<file path="config.mk">
export PLATFORM = sky130hd
export DESIGN_NAME = sysmove_unit
export DESIGN_NICKNAME = d
export VERILOG_FILES = /design/src/include/sysmove_pkg.sv /design/src/logic/sysmove_unit.sv /design/src/logic/sysmove_decode.sv
export SDC_FILE = /design/constraint.sdc
export NUM_CORES = 1
export LEC_CHECK = 0
export BUFFER_PORTS_ARGS = -buffer_cell sky130_fd_sc_hd__buf_2
export CAP_MARGIN = 10
export CELL_PAD_IN_SITES_DETAIL_PLACEMENT = 1
export CELL_PAD_IN_SITES_GLOBAL_PLACEMENT = 1
export CORE_UTILIZATION = 45
export DETAILED_ROUTE_END_ITERATION = 12
export GPL_TIMING_DRIVEN = 0
export PLACE_DENSITY_LB_ADDON = 0.12
export SYNTH_ARGS = -nofsm -noshare
export SYNTH_HDL_FRONTEND = slang
export SYNTH_SLANG_ARGS = --single-unit
</file>
<file path="constraint.sdc">
create_clock -name I_MCLK -period 24.2 [get_ports I_MCLK]
set_input_delay 3.63 -clock I_MCLK [delete_from_list [all_inputs] [get_ports I_MCLK]]
set_output_delay 3.63 -clock I_MCLK [all_outputs]
set_load 0.01 [all_outputs]
</file>
<file path="src/include/sysmove_pkg.sv">
// Shared constants and types for the call and system-register move unit
package sysmove_pkg;

    // Opcode match: high nibble and low byte, register field in [11:8]
    localparam logic [15:0] OPC_MASK = 16'hf0ff;
    localparam logic [15:0] OPC_CALL = 16'h400b;
    localparam logic [15:0] OPC_LOAD_STATUS = 16'h400e;
    localparam logic [15:0] OPC_LOAD_STATUS_MEM = 16'h4007;
    localparam logic [15:0] OPC_LOAD_COMM = 16'h405a;
    localparam logic [15:0] OPC_LOAD_COMM_MEM = 16'h4056;
    localparam logic [15:0] OPC_LOAD_FPSTAT = 16'h406a;
    localparam logic [15:0] OPC_LOAD_FPSTAT_MEM = 16'h4066;
    localparam logic [15:0] OPC_STORE_STATUS = 16'h0002;
    localparam logic [15:0] OPC_STORE_STATUS_MEM = 16'h4003;
    localparam logic [15:0] OPC_STORE_COMM = 16'h005a;
    localparam logic [15:0] OPC_STORE_FPSTAT = 16'h006a;
    localparam logic [15:0] OPC_STORE_COMM_MEM = 16'h4052;
    localparam logic [15:0] OPC_STORE_FPSTAT_MEM = 16'h4062;
    localparam int REG_FIELD_LSB = 8;

    // Floating-point status write mask and mode bit positions
    localparam logic [31:0] FP_STATUS_WRITE_MASK = 32'h003fffff;
    localparam int FP_PREC_BIT = 19;
    localparam int FP_DENORM_ZERO_BIT = 18;
    localparam int FP_BANK_BIT = 21;
    localparam int FP_ROUND_BIT = 0;

    // Status register layout and reset
    localparam int STATUS_MODE_BIT = 30;
    localparam logic [31:0] STATUS_RESET = 32'h40000000;

    // Address arithmetic and timing
    localparam logic [31:0] WORD_BYTES = 32'h00000004;
    localparam logic [31:0] RETURN_OFFSET = 32'h00000004;
    localparam int STATUS_LOAD_CYCLES = 4;

    typedef enum logic [3:0] {
        OP_NONE = 4'h0,
        OP_CALL = 4'h1,
        OP_LOAD_STATUS = 4'h2,
        OP_LOAD_COMM = 4'h3,
        OP_LOAD_FPSTAT = 4'h4,
        OP_STORE_STATUS = 4'h5,
        OP_STORE_COMM = 4'h6,
        OP_STORE_FPSTAT = 4'h7
    } op_kind_t;

    typedef struct packed {
        op_kind_t kind;
        logic mem;
        logic store;
        logic priv;
        logic [3:0] reg_idx;
    } dec_t;

    typedef struct packed {
        logic multi_hit;
        logic miss;
        logic protect;
        logic init_write;
    } fault_t;

    typedef struct packed {
        logic slot_illegal;
        logic gen_illegal;
        logic multi_hit;
        logic miss;
        logic protect;
        logic init_write;
        logic addr_err;
    } exc_t;

    typedef struct packed {
        logic precision;
        logic denorm_zero;
        logic bank;
        logic round;
    } fp_mode_t;

endpackage

</file>
<file path="src/logic/sysmove_unit.sv">
// Call and system-register move execution unit
// Function
// - Indirect call: return reg gets own address plus four, PC from Rn
// - Call is delayed: following instruction runs before the target
// - No interrupt accepted between the call and its delay slot
// - A branch in the call's delay slot raises slot illegal
// - Status load from Rm (four cycles) or @Rm+ (done after memory ack), T equals loaded LSB
// - Status load in user mode: general or slot illegal exception
// - FP system loads from Rm (one cycle) or @Rm+ (done after memory ack) into communication or status
// - FP status loads are ANDed with the write mask, bits 22-31 zero
// - Status store to Rn (one cycle) or predecremented @-Rn (done after memory ack)
// - Status store in user mode raises illegal, stores nothing
// - FP system stores to Rn (one cycle) or predecremented @-Rn (done after memory ack)
// - FP status stores are masked with the write mask
// - Memory forms report TLB faults and address error; stores page write
// - FP status bits 19, 18, 21, 0 give precision, denormal, bank, rounding
module sysmove_unit #(
    parameter int STATUS_LOAD_CYCLES = sysmove_pkg::STATUS_LOAD_CYCLES,
    parameter logic [31:0] STATUS_RESET = sysmove_pkg::STATUS_RESET
) (
    input wire logic I_MCLK,
    input wire logic I_RESET_N,
    input wire logic i_VALID,
    input wire logic [15:0] i_OPCODE,
    input wire logic [31:0] i_PC,
    input wire logic [31:0] i_REG_DATA,
    input wire logic i_IS_BRANCH,
    input wire logic i_MEM_ACK,
    input wire logic [31:0] i_MEM_RDATA,
    input wire sysmove_pkg::fault_t i_MEM_FAULT,
    output logic o_READY,
    output logic o_DONE,
    output logic o_GR_WE,
    output logic [3:0] o_GR_IDX,
    output logic [31:0] o_GR_DATA,
    output logic o_PC_LOAD,
    output logic [31:0] o_PC_TARGET,
    output logic o_INT_BLOCK,
    output sysmove_pkg::exc_t o_EXC,
    output logic o_MEM_REQ,
    output logic o_MEM_WE,
    output logic [31:0] o_MEM_ADDR,
    output logic [31:0] o_MEM_WDATA,
    output logic [31:0] o_STATUS,
    output logic [31:0] o_PROC_RETURN,
    output logic [31:0] o_FP_COMM,
    output logic [31:0] o_FP_STATUS,
    output sysmove_pkg::fp_mode_t o_FP_MODE
);

    typedef enum logic [2:0] {
        ST_IDLE = 3'b001,
        ST_HOLD = 3'b010,
        ST_MEM = 3'b100
    } state_t;

    typedef struct packed {
        state_t state;
        logic [2:0] cnt;
        logic in_slot;
        logic [31:0] status_reg;
        logic [31:0] procedure_return_reg;
        logic [31:0] fp_communication_reg;
        logic [31:0] fp_status_control_reg;
        logic done;
        logic gr_we;
        logic [3:0] gr_idx;
        logic [31:0] gr_data;
        logic pc_load;
        logic [31:0] pc_target;
        sysmove_pkg::exc_t exc;
        logic mem_req;
        logic mem_we;
        logic [31:0] mem_addr;
        logic [31:0] mem_wdata;
        sysmove_pkg::dec_t op;
        logic [31:0] base_new;
    } st_t;

    // Counter holds the load time minus two in three bits, needs a busy phase
    if (STATUS_LOAD_CYCLES < 2 || STATUS_LOAD_CYCLES > 9) begin
        $error("STATUS_LOAD_CYCLES must lie between 2 and 9");
    end

    localparam logic [2:0] HOLD_LOAD = 3'(STATUS_LOAD_CYCLES - 2);

    logic rst_meta;
    logic rst_n;
    st_t s;
    st_t next_s;
    sysmove_pkg::dec_t dec;
    logic accept;
    logic user_mode;
    logic [31:0] addr;
    sysmove_pkg::fault_t fault;

    // Reset released through two flops; assertion stays asynchronous
    always_ff @(posedge I_MCLK or negedge I_RESET_N) begin
        if (!I_RESET_N) begin
            rst_meta <= 1'b0;
            rst_n <= 1'b0;
        end else begin
            rst_meta <= 1'b1;
            rst_n <= rst_meta;
        end
    end

    sysmove_decode sysmove_decode_inst (
        .i_opcode(i_OPCODE),
        .o_dec(dec)
    );

    // Value a store form writes; FP status always leaves masked
    function automatic logic [31:0] store_value(
        input st_t cur, input sysmove_pkg::op_kind_t k);
        store_value = cur.status_reg;
        if (k == sysmove_pkg::OP_STORE_COMM) begin
            store_value = cur.fp_communication_reg;
        end else if (k == sysmove_pkg::OP_STORE_FPSTAT) begin
            store_value = cur.fp_status_control_reg &
                          sysmove_pkg::FP_STATUS_WRITE_MASK;
        end
    endfunction

    assign accept = i_VALID && o_READY;
    assign user_mode = !s.status_reg[sysmove_pkg::STATUS_MODE_BIT];
    // Longword address: predecrement for stores, plain base for loads
    assign addr = dec.store ? i_REG_DATA - sysmove_pkg::WORD_BYTES
                            : i_REG_DATA;
    // page write checked only for stores
    assign fault = '{multi_hit: i_MEM_FAULT.multi_hit,
                     miss: i_MEM_FAULT.miss,
                     protect: i_MEM_FAULT.protect,
                     init_write: i_MEM_FAULT.init_write && s.op.store};

    // Next-state logic; pulse outputs fall back to zero each cycle
    always_comb begin
        next_s = s;
        next_s.done = 1'b0;
        next_s.gr_we = 1'b0;
        next_s.pc_load = 1'b0;
        next_s.exc = '0;
        unique case (s.state)
            ST_IDLE: begin
                if (accept) begin
                    // slot ends with the next accepted instruction
                    next_s.in_slot = 1'b0;
                    next_s.done = 1'b1;
                    next_s.op = dec;
                    if (s.in_slot && (i_IS_BRANCH ||
                        dec.kind == sysmove_pkg::OP_CALL)) begin
                        next_s.exc.slot_illegal = 1'b1;
                    end else if (dec.priv && user_mode) begin
                        next_s.exc.slot_illegal = s.in_slot;
                        next_s.exc.gen_illegal = !s.in_slot;
                    end else if (dec.mem) begin
                        next_s.base_new = dec.store ? addr
                            : i_REG_DATA + sysmove_pkg::WORD_BYTES;
                        if (addr[1:0] != 2'h0) begin
                            next_s.exc.addr_err = 1'b1;
                        end else begin
                            next_s.done = 1'b0;
                            next_s.state = ST_MEM;
                            next_s.mem_req = 1'b1;
                            next_s.mem_we = dec.store;
                            next_s.mem_addr = addr;
                            next_s.mem_wdata = store_value(s, dec.kind);
                        end
                    end else begin
                        unique case (dec.kind)
                            sysmove_pkg::OP_CALL: begin
                                next_s.procedure_return_reg =
                                    i_PC + sysmove_pkg::RETURN_OFFSET;
                                next_s.pc_load = 1'b1;
                                next_s.pc_target = i_REG_DATA;
                                next_s.in_slot = 1'b1;
                            end
                            // T bit rides in bit 0 of the copy
                            sysmove_pkg::OP_LOAD_STATUS: begin
                                next_s.status_reg = i_REG_DATA;
                                next_s.done = 1'b0;
                                next_s.state = ST_HOLD;
                                next_s.cnt = HOLD_LOAD;
                            end
                            sysmove_pkg::OP_LOAD_COMM: begin
                                next_s.fp_communication_reg = i_REG_DATA;
                            end
                            sysmove_pkg::OP_LOAD_FPSTAT: begin
                                next_s.fp_status_control_reg = i_REG_DATA &
                                    sysmove_pkg::FP_STATUS_WRITE_MASK;
                            end
                            sysmove_pkg::OP_STORE_STATUS,
                            sysmove_pkg::OP_STORE_COMM,
                            sysmove_pkg::OP_STORE_FPSTAT: begin
                                next_s.gr_we = 1'b1;
                                next_s.gr_idx = dec.reg_idx;
                                next_s.gr_data = store_value(s, dec.kind);
                            end
                            default: begin
                                next_s.op = dec;
                            end
                        endcase
                    end
                end
            end
            // status load occupies the unit for its full time
            ST_HOLD: begin
                next_s.cnt = s.cnt - 3'h1;
                if (s.cnt == 3'h0) begin
                    next_s.state = ST_IDLE;
                    next_s.done = 1'b1;
                end
            end
            ST_MEM: begin
                if (i_MEM_ACK) begin
                    next_s.mem_req = 1'b0;
                    next_s.state = ST_IDLE;
                    next_s.done = 1'b1;
                    if (fault != '0) begin
                        next_s.exc.multi_hit = fault.multi_hit;
                        next_s.exc.miss = fault.miss;
                        next_s.exc.protect = fault.protect;
                        next_s.exc.init_write = fault.init_write;
                    end else begin
                        next_s.gr_we = 1'b1;
                        next_s.gr_idx = s.op.reg_idx;
                        next_s.gr_data = s.base_new;
                        if (s.op.kind == sysmove_pkg::OP_LOAD_STATUS) begin
                            next_s.status_reg = i_MEM_RDATA;
                        end else if (s.op.kind ==
                                     sysmove_pkg::OP_LOAD_COMM) begin
                            next_s.fp_communication_reg = i_MEM_RDATA;
                        end else if (s.op.kind ==
                                     sysmove_pkg::OP_LOAD_FPSTAT) begin
                            // mask on FP status memory load
                            next_s.fp_status_control_reg = i_MEM_RDATA &
                                sysmove_pkg::FP_STATUS_WRITE_MASK;
                        end
                    end
                end
            end
            default: begin
                next_s.state = ST_IDLE;
            end
        endcase
    end

    // State register
    always_ff @(posedge I_MCLK or negedge rst_n) begin
        if (!rst_n) begin
            s <= '{state: ST_IDLE, status_reg: STATUS_RESET, default: '0};
        end else begin
            s <= next_s;
        end
    end

    // Ready is combinational so a new instruction can follow at once
    assign o_READY = s.state == ST_IDLE;
    assign o_DONE = s.done;
    assign o_GR_WE = s.gr_we;
    assign o_GR_IDX = s.gr_idx;
    assign o_GR_DATA = s.gr_data;
    assign o_PC_LOAD = s.pc_load;
    assign o_PC_TARGET = s.pc_target;
    // interrupt hold while the slot is pending
    assign o_INT_BLOCK = s.in_slot;
    assign o_EXC = s.exc;
    assign o_MEM_REQ = s.mem_req;
    assign o_MEM_WE = s.mem_we;
    assign o_MEM_ADDR = s.mem_addr;
    assign o_MEM_WDATA = s.mem_wdata;
    assign o_STATUS = s.status_reg;
    assign o_PROC_RETURN = s.procedure_return_reg;
    assign o_FP_COMM = s.fp_communication_reg;
    assign o_FP_STATUS = s.fp_status_control_reg;
    // mode fields taken from the FP status register
    assign o_FP_MODE = '{
        precision: s.fp_status_control_reg[sysmove_pkg::FP_PREC_BIT],
        denorm_zero: s.fp_status_control_reg[sysmove_pkg::FP_DENORM_ZERO_BIT],
        bank: s.fp_status_control_reg[sysmove_pkg::FP_BANK_BIT],
        round: s.fp_status_control_reg[sysmove_pkg::FP_ROUND_BIT]};

    logic legal;
    assign legal = !(s.in_slot && i_IS_BRANCH) && !(dec.priv && user_mode);
endmodule

</file>
<file path="src/logic/sysmove_decode.sv">
// Opcode decoder for the call and system-register move instructions
module sysmove_decode (
    input wire logic [15:0] i_opcode,
    output sysmove_pkg::dec_t o_dec
);

    // Pattern compare with the register field masked out
    function automatic logic hit(input logic [15:0] op, input logic [15:0] p);
        hit = (op & sysmove_pkg::OPC_MASK) == p;
    endfunction

    // One table entry per form; store follows the kind and memory form, privilege the kind
    always_comb begin
        o_dec = '0;
        o_dec.reg_idx = i_opcode[sysmove_pkg::REG_FIELD_LSB +: 4];
        if (hit(i_opcode, sysmove_pkg::OPC_CALL)) begin
            o_dec.kind = sysmove_pkg::OP_CALL;
        end else if (hit(i_opcode, sysmove_pkg::OPC_LOAD_STATUS) ||
                     hit(i_opcode, sysmove_pkg::OPC_LOAD_STATUS_MEM)) begin
            o_dec.kind = sysmove_pkg::OP_LOAD_STATUS;
            o_dec.mem = hit(i_opcode, sysmove_pkg::OPC_LOAD_STATUS_MEM);
        end else if (hit(i_opcode, sysmove_pkg::OPC_LOAD_COMM) ||
                     hit(i_opcode, sysmove_pkg::OPC_LOAD_COMM_MEM)) begin
            o_dec.kind = sysmove_pkg::OP_LOAD_COMM;
            o_dec.mem = hit(i_opcode, sysmove_pkg::OPC_LOAD_COMM_MEM);
        end else if (hit(i_opcode, sysmove_pkg::OPC_LOAD_FPSTAT) ||
                     hit(i_opcode, sysmove_pkg::OPC_LOAD_FPSTAT_MEM)) begin
            o_dec.kind = sysmove_pkg::OP_LOAD_FPSTAT;
            o_dec.mem = hit(i_opcode, sysmove_pkg::OPC_LOAD_FPSTAT_MEM);
        end else if (hit(i_opcode, sysmove_pkg::OPC_STORE_STATUS) ||
                     hit(i_opcode, sysmove_pkg::OPC_STORE_STATUS_MEM)) begin
            o_dec.kind = sysmove_pkg::OP_STORE_STATUS;
            o_dec.mem = hit(i_opcode, sysmove_pkg::OPC_STORE_STATUS_MEM);
        end else if (hit(i_opcode, sysmove_pkg::OPC_STORE_COMM) ||
                     hit(i_opcode, sysmove_pkg::OPC_STORE_COMM_MEM)) begin
            o_dec.kind = sysmove_pkg::OP_STORE_COMM;
            o_dec.mem = hit(i_opcode, sysmove_pkg::OPC_STORE_COMM_MEM);
        end else if (hit(i_opcode, sysmove_pkg::OPC_STORE_FPSTAT) ||
                     hit(i_opcode, sysmove_pkg::OPC_STORE_FPSTAT_MEM)) begin
            o_dec.kind = sysmove_pkg::OP_STORE_FPSTAT;
            o_dec.mem = hit(i_opcode, sysmove_pkg::OPC_STORE_FPSTAT_MEM);
        end
        o_dec.store = o_dec.mem &&
                      (o_dec.kind == sysmove_pkg::OP_STORE_STATUS ||
                       o_dec.kind == sysmove_pkg::OP_STORE_COMM ||
                       o_dec.kind == sysmove_pkg::OP_STORE_FPSTAT);
        o_dec.priv = o_dec.kind == sysmove_pkg::OP_LOAD_STATUS ||
                     o_dec.kind == sysmove_pkg::OP_STORE_STATUS;
    end

endmodule

</file>
Word-level counts from Yosys, hierarchy flattened
Cells that the tools add are included.

word-level totals
  register bits after elaboration = 324
  input bits = 121
  word-level logic and storage cells = 186

operators by class
  add/subtract/negate cells = 4
  equality and inequality tests = 46
  muxes and demuxes = 66
  bitwise logic cells = 4
  reductions and logical operators = 34

operator list
  kind                   count
  $mux 32                15
  $mux 206               2
  $mux 110               3
  $mux 208               1
  $mux 132               1
  $mux 64                2
  $pmux 64 s2            1
  $eq 12x11->1 const B   10
  $mux 102               1
  $mux 37                2
  $pmux 37 s2            1
  $mux 70                1
  $mux 67                1
  $mux 66                1
  $add 32x3->32 const B  2
  $pmux 32 s2            1
  $mux 35                1
  $mux 33                1
  $sub 32x3->32 const B  1
  $mux 5                 5
  $eq 12x7->1 const B    2
  $ne 2x2->1 const B     12
  $eq 4x3->1 const B     5
  $mux 4                 5
  other kinds (35)       77

Depth between registers and ports, before layout
  word-level depth = 21
  gate-level depth with buffers = 11
  depth with buffers taken out = 8

By module
From an unflattened synthesis, not the netlist that was laid out.

unflattened totals
  cells, all modules = 1,677
  area, all modules = 17,423.0 um^2

modules (own cells, without submodules)
  module          instances  cells each  area each (um^2)  seq. area each (um^2)
  sysmove_unit    1          1,626       17,027.6          7,810.0
  sysmove_decode  1          51          395.4             0.0

Worst setup path before layout
OpenSTA, ideal clock, no wires.

  path type = input -> register
  from = in i_OPCODE[0]
  to = reg s[18] (netlist name)
  arrival = 6.082 ns
  required time = 24.073 ns
  setup slack = 17.990 ns
  cell stages on the path = 10
  buffers on the path = 3
  cell sequence = clkbuf_1 > or3b_1 > or3b_1 > buf_2 > a221o_1 > buf_2 > a211oi_1 > a22oi_1 > xnor2_1 > mux2_1

between the ends
  cells in the longest elaborated chain, start to end = 15
  elaborated cells between the ends (all ways) = 44

ends and longest elaborated chain
  what                                                RTL line                                                          source
  start, declared                                     sysmove_unit.sv:24                                                input wire logic [15:0] i_OPCODE,
  $eq 12x7->1 / $eq 12x11->1 (equally long branches)  sysmove_decode.sv:9                                               hit = (op & sysmove_pkg::OPC_MASK) == p;
  $logic_or 1x1->1                                    sysmove_decode.sv:38                                              end else if (hit(i_opcode, sysmove_pkg::OPC_STORE_FPSTAT) ||
  $mux 4                                              sysmove_decode.sv:38
  $mux 5                                              sysmove_decode.sv:34                                              end else if (hit(i_opcode, sysmove_pkg::OPC_STORE_COMM) ||
  $mux 5                                              sysmove_decode.sv:30                                              end else if (hit(i_opcode, sysmove_pkg::OPC_STORE_STATUS) ||
  $mux 5                                              sysmove_decode.sv:26                                              end else if (hit(i_opcode, sysmove_pkg::OPC_LOAD_FPSTAT) ||
  $mux 5                                              sysmove_decode.sv:22                                              end else if (hit(i_opcode, sysmove_pkg::OPC_LOAD_COMM) ||
  $mux 5                                              sysmove_decode.sv:18                                              end else if (hit(i_opcode, sysmove_pkg::OPC_LOAD_STATUS) ||
  $mux 4                                              sysmove_decode.sv:16                                              if (hit(i_opcode, sysmove_pkg::OPC_CALL)) begin
  $eq 4x3->1, on equally long branches                sysmove_decode.sv:44, sysmove_decode.sv:48, sysmove_decode.sv:45
  $logic_or 1x1->1                                    sysmove_decode.sv:44                                              (o_dec.kind == sysmove_pkg::OP_STORE_STATUS ||
  $logic_or 1x1->1                                    sysmove_decode.sv:45                                              o_dec.kind == sysmove_pkg::OP_STORE_COMM ||
  $logic_and 1x1->1                                   sysmove_decode.sv:43                                              o_dec.store = o_dec.mem &&
  $mux 32                                             sysmove_unit.sv:128                                               assign addr = dec.store ? i_REG_DATA - sysmove_pkg::WORD_BYTES
  $mux 32                                             sysmove_unit.sv:157                                               next_s.base_new = dec.store ? addr
  end signal, assigned                                sysmove_unit.sv:253                                               s <= next_s;
  end, declared                                       sysmove_unit.sv:89                                                st_t s;

Parallel ways exist; a longest one is shown, timed or not.
A chain may end at the register's enable or synchronous reset.

Final worst setup path
  from = in i_OPCODE[5]
  to = reg s, in the netlist o_PROC_RETURN[12]

between the ends
  cells in the longest elaborated chain, start to end = 14
  elaborated cells between the ends (all ways) = 38

ends and longest elaborated chain
  what                                                RTL line                                   source
  $eq 12x7->1 / $eq 12x11->1 (equally long branches)  sysmove_decode.sv:9
  $logic_or 1x1->1                                    sysmove_decode.sv:38
  $mux 4                                              sysmove_decode.sv:38
  $mux 5                                              sysmove_decode.sv:34
  $mux 5                                              sysmove_decode.sv:30
  $mux 5                                              sysmove_decode.sv:26
  $mux 5                                              sysmove_decode.sv:22
  $mux 5                                              sysmove_decode.sv:18
  $mux 4                                              sysmove_decode.sv:16
  $eq 4x2->1, or another cell as far along            sysmove_decode.sv:47                       o_dec.priv = o_dec.kind == sysmove_pkg::OP_LOAD_STATUS ||
  $logic_or 1x1->1, on equally long branches          sysmove_decode.sv:47, sysmove_unit.sv:150
  $logic_and 1x1->1, on equally long branches         --
  $not 1->1 (no line)                                 --
  $reduce_and 6->1 (no line) *                        --

Mark *: on every way between the ends. The rest lies on a longest branch, timed or not.

==> run_results.csv <==
group,metric,value,unit
status,status,"completed",
sta,grt_setup_unrepaired,"no",
yosys,ys_seq_area_frac,0.4487,
placement,portBuffers,365,
yosys,yosys.cell_types.count,76,
final_layout,utilization,0.5612,
sta,timing.clock.skew,0.01754,ns
pwr,p_per_area,56.96,nW/um^2
sta,hold_viol_final,0,
final_layout,drive_gt1_frac,0.3885,
yosys,synth_compound_area_frac,0.1276,
yosys,synth_top_family_by_area,"buffers and inverters",
routing,drt_iter0_drc,607,
yosys,synth-edff-count,0,
floorplan,dieHeight,198.4,um
grt,grt_max_degree,67,
run,max_cap_viol_count,0,
pwr,p_comb_frac,0.086,
clock_tree,cts_buffers,37,
yosys,ys_seq_elements,311,
floorplan,io_pins,399,
sta,tightest_slew,0.9941,ns
clock_tree,cts_max_level,2,
yosys,synth_flop_cell,"dfrtp_1",
routing,route.detailed.drc,0,
grt,grt_first_pass_wirelength,89910,um
placement,gp_congestion,0.9081,
routing,viasPerCell,5.310,
final_layout,fin_cells,2709,
clock_tree,cts_resized,0,
setup_path,cp_max_fo,10,
yosys,avgSynthCellArea,9.926,sq um
yosys,synth_mux_area_frac,0.09887,
clock_tree,numClockSinks,311,
pwr,p_clk_frac,0.467,
sta,slew_headroom,0.3373,
sta,max_freq,145.7,MHz
grt,grt_usage,0.3056,
hold_path,hp-class,"register to async pin",
pwr,p_int,917.5,uW
placement,dp_cells,2638,
routing,first_pass_iters,5,
routing,vias,14390,
yosys,synth_xor_xnor_area_share,0.04442,
yosys,syn_inst,1748,
clock_tree,worstSkewPairLatency,0.53,ns
setup_path,crit_path_start_kind,"input port",
setup_path,cp_data_required_time,24.63,ns
pwr,power.net_switching,292.1,uW
grt,antenna_found_initial,8,
floorplan,die_area,39340,sq um
final_layout,area_growth_syn_to_layout,22.41,%
yosys,ys_warn_count,0,
pwr,p_leak,0.01125,uW
clock_tree,cts_max_path_buffers,3,
grt,grt_pass1_vias,14940,
floorplan,start_util,0.4585,
clock_tree,cts_tree,"done",
clock_tree,cts_root_buffer,"clkbuf_16",
setup_path,endpoint_kind,"register",
yosys,synthAdderAreaFrac,0.005048,
sta,period_minus_slack,6.861,ns
yosys,async_flop_share,1.000,
clock_tree,cts_hold_buf,0,
pwr,seqPwrFrac,0.447,
routing,wl_per_cell,22.04,um
pwr,p_sw_frac,0.2415,
placement,hpwl,45890,um
clock_tree,clk_pin_slew_worst_paths,0.07,ns
routing,ant_nets,0,
grt,overflow,0,
sta,finalCritPeriodShare,0.2835,
setup_path,cp_data_arrival_time,7.29,ns
yosys,synthSimpleGateAreaFrac,0.1165,
sta,hold_ws,0.2873,ns
floorplan,fp.dieW,198.4,um
pwr,peakVddDrop,49.14,uV
routing,finalWirelength,59700,um
floorplan,rows,71,
yosys,syn_area,17350,sq um
floorplan,coreArea,37840,sq um
final_layout,nets,2295,
setup_path,worstSetupPathType,"input port to register",
clock_tree,postCtsSetupBuffers,0,
sta,slew_violations,0,
sta,fin_setup_tns,0,ns
sta,finalSetupViolCount,0,
==> flip-flops by register name, indices dropped and copies added (netlist names), 4 cells and up <==
register / cells
o_GR_IDX: 4
o_FP_COMM: 32
o_MEM_WDATA: 32
o_PROC_RETURN: 32
o_PC_TARGET: 32
o_EXC: 7
o_FP_STATUS: 22
s: 46
o_MEM_ADDR: 32
o_GR_DATA: 32
o_STATUS: 32
==> layout make-up <==
class | instances | area (sq um)
antenna | 5 | 12.51
buffer | 384 | 2534
clock buffer | 54 | 1081
clock inverter | 11 | 145.1
fill | 4425 | 16610
inverter | 57 | 214.0
multi-input combinational | 1005 | 6852
sequential | 311 | 7789
tap | 511 | 639.4
timing repair buffer | 371 | 1972
==> synthesized netlist by cell type, types with 7 or more instances <==
cell type / count / area share
and3_1: 21 / 0.0076
and2_1: 8 / 0.0029
buf_4: 274 / 0.12
o21ai_0: 91 / 0.026
a211oi_1: 7 / 0.0030
clkbuf_1: 72 / 0.016
mux2i_1: 27 / 0.016
mux2_1: 28 / 0.018
nand2b_1: 11 / 0.0040
o221ai_1: 36 / 0.018
nand4_1: 9 / 0.0032
inv_1: 57 / 0.012
mux2_2: 87 / 0.056
a21oi_1: 58 / 0.017
xnor2_1: 39 / 0.020
a22o_1: 54 / 0.027
nor2_1: 100 / 0.022
xor2_1: 49 / 0.025
a22oi_1: 11 / 0.0048
nand3_1: 27 / 0.0078
dfrtp_1: 309 / 0.45
or3_1: 7 / 0.0025
buf_2: 26 / 0.0075
a31oi_1: 13 / 0.0047
buf_1: 7 / 0.0015
ha_1: 7 / 0.0050
mux2_4: 10 / 0.0087
o21ai_1: 13 / 0.0037
nor3_1: 17 / 0.0049
nor4_1: 11 / 0.0040
nand2_1: 179 / 0.039
==> power by group through the flow <==
stage	combinational, uW	sequential (uW)	clock, uW
6_report	104	541	565
5_1_grt	114	542	594
4_1_cts	105	540	573
3_5_place_dp	104	550	0
3_3_place_gp	88.6	558	0
2_1_floorplan	55.2	553	0
==> worst max-delay path, stage by stage <==
cell and delay, ns:
clkbuf_1 0.24, nor4bb_1 0.62, nand4_1 0.28, a221oi_4 0.44
o21ai_1 0.19, nand3_1 0.35, clkbuf_1 0.73, clkbuf_1 0.55
nand2_1 0.14, o21ai_0 0.11
==> routing by layer <==
| layer | share of wire | GRT usage | wire length [um] | vias to the layer above |
|---|---|---|---|---|
| met5 | 0.00057 | 0 | 34 | - |
| met4 | 0.025 | 0.09934 | 1487 | 6 |
| met3 | 0.076 | 0.07409 | 4528 | 98 |
| met2 | 0.48 | 0.4998 | 28420 | 487 |
| met1 | 0.42 | 0.3963 | 25240 | 7209 |
| li1 | - | - | - | 6586 |
==> stage by stage <==
stage / total power, uW / setup slack, ns / instance area [sq um]
final: 1210 / 17.34 / 21240
after global routing: 1250 / 17.17 / 21240
after CTS: 1218 / 17.30 / 21220
after detailed placement: 653.5 / 16.76 / 19990
after global placement: 647.0 / 11.13 / 19850
after floorplan: 608.2 / 14.89 / 17380
==> logic make-up (layout without fill, tap and decap cells) <==
kind of cell,after synthesis,after routing
muxes,152,152
other,2,16
DFF,311,311
adders and majority gates,7,7
xor gates and xnor gates,88,88
buffers and inverters,441,877
AOI/OAI and AO/OA,320,320
and+or+nand+nor,427,427
==> final timing paths <==
path,start,to,slack (ns),cells past startpoint
setup / recovery,i_OPCODE[5],o_PROC_RETURN[12]$_DFFE_PN0P_,17.34,10
hold / removal,rst_n$_DFF_PN0_,s[29]$_DFFE_PN0P_,0.29,0
setup reg to reg,s[321]$_DFFE_PN0P_,o_GR_DATA[25]$_DFFE_PN0P_,20.23,10
hold reg to reg,rst_n$_DFF_PN0_,s[29]$_DFFE_PN0P_,0.29,0
max in group asynchronous,I_RESET_N,rst_n$_DFF_PN0_,21.19,1
min in group I_MCLK,rst_meta$_DFF_PN0_,rst_n$_DFF_PN0_,0.37,0
==> cell usage in the layout, fill, tap and decap left out, drive strengths merged, types with 11 or more instances in the layout <==
cell and count:
buf 682, dfrtp 309, nand2 179, clkbuf 127, mux2 125, o21ai 104
nor2 100, a21oi 58, inv 57, a22o 54, xor2 49, xnor2 39
o221ai 36, nand3 27, mux2i 27, and3 21, nor3 19, nor4 14
a31oi 13, nand2b 11, a22oi 11, conb 11
Power figures use the tool's default switching activity.
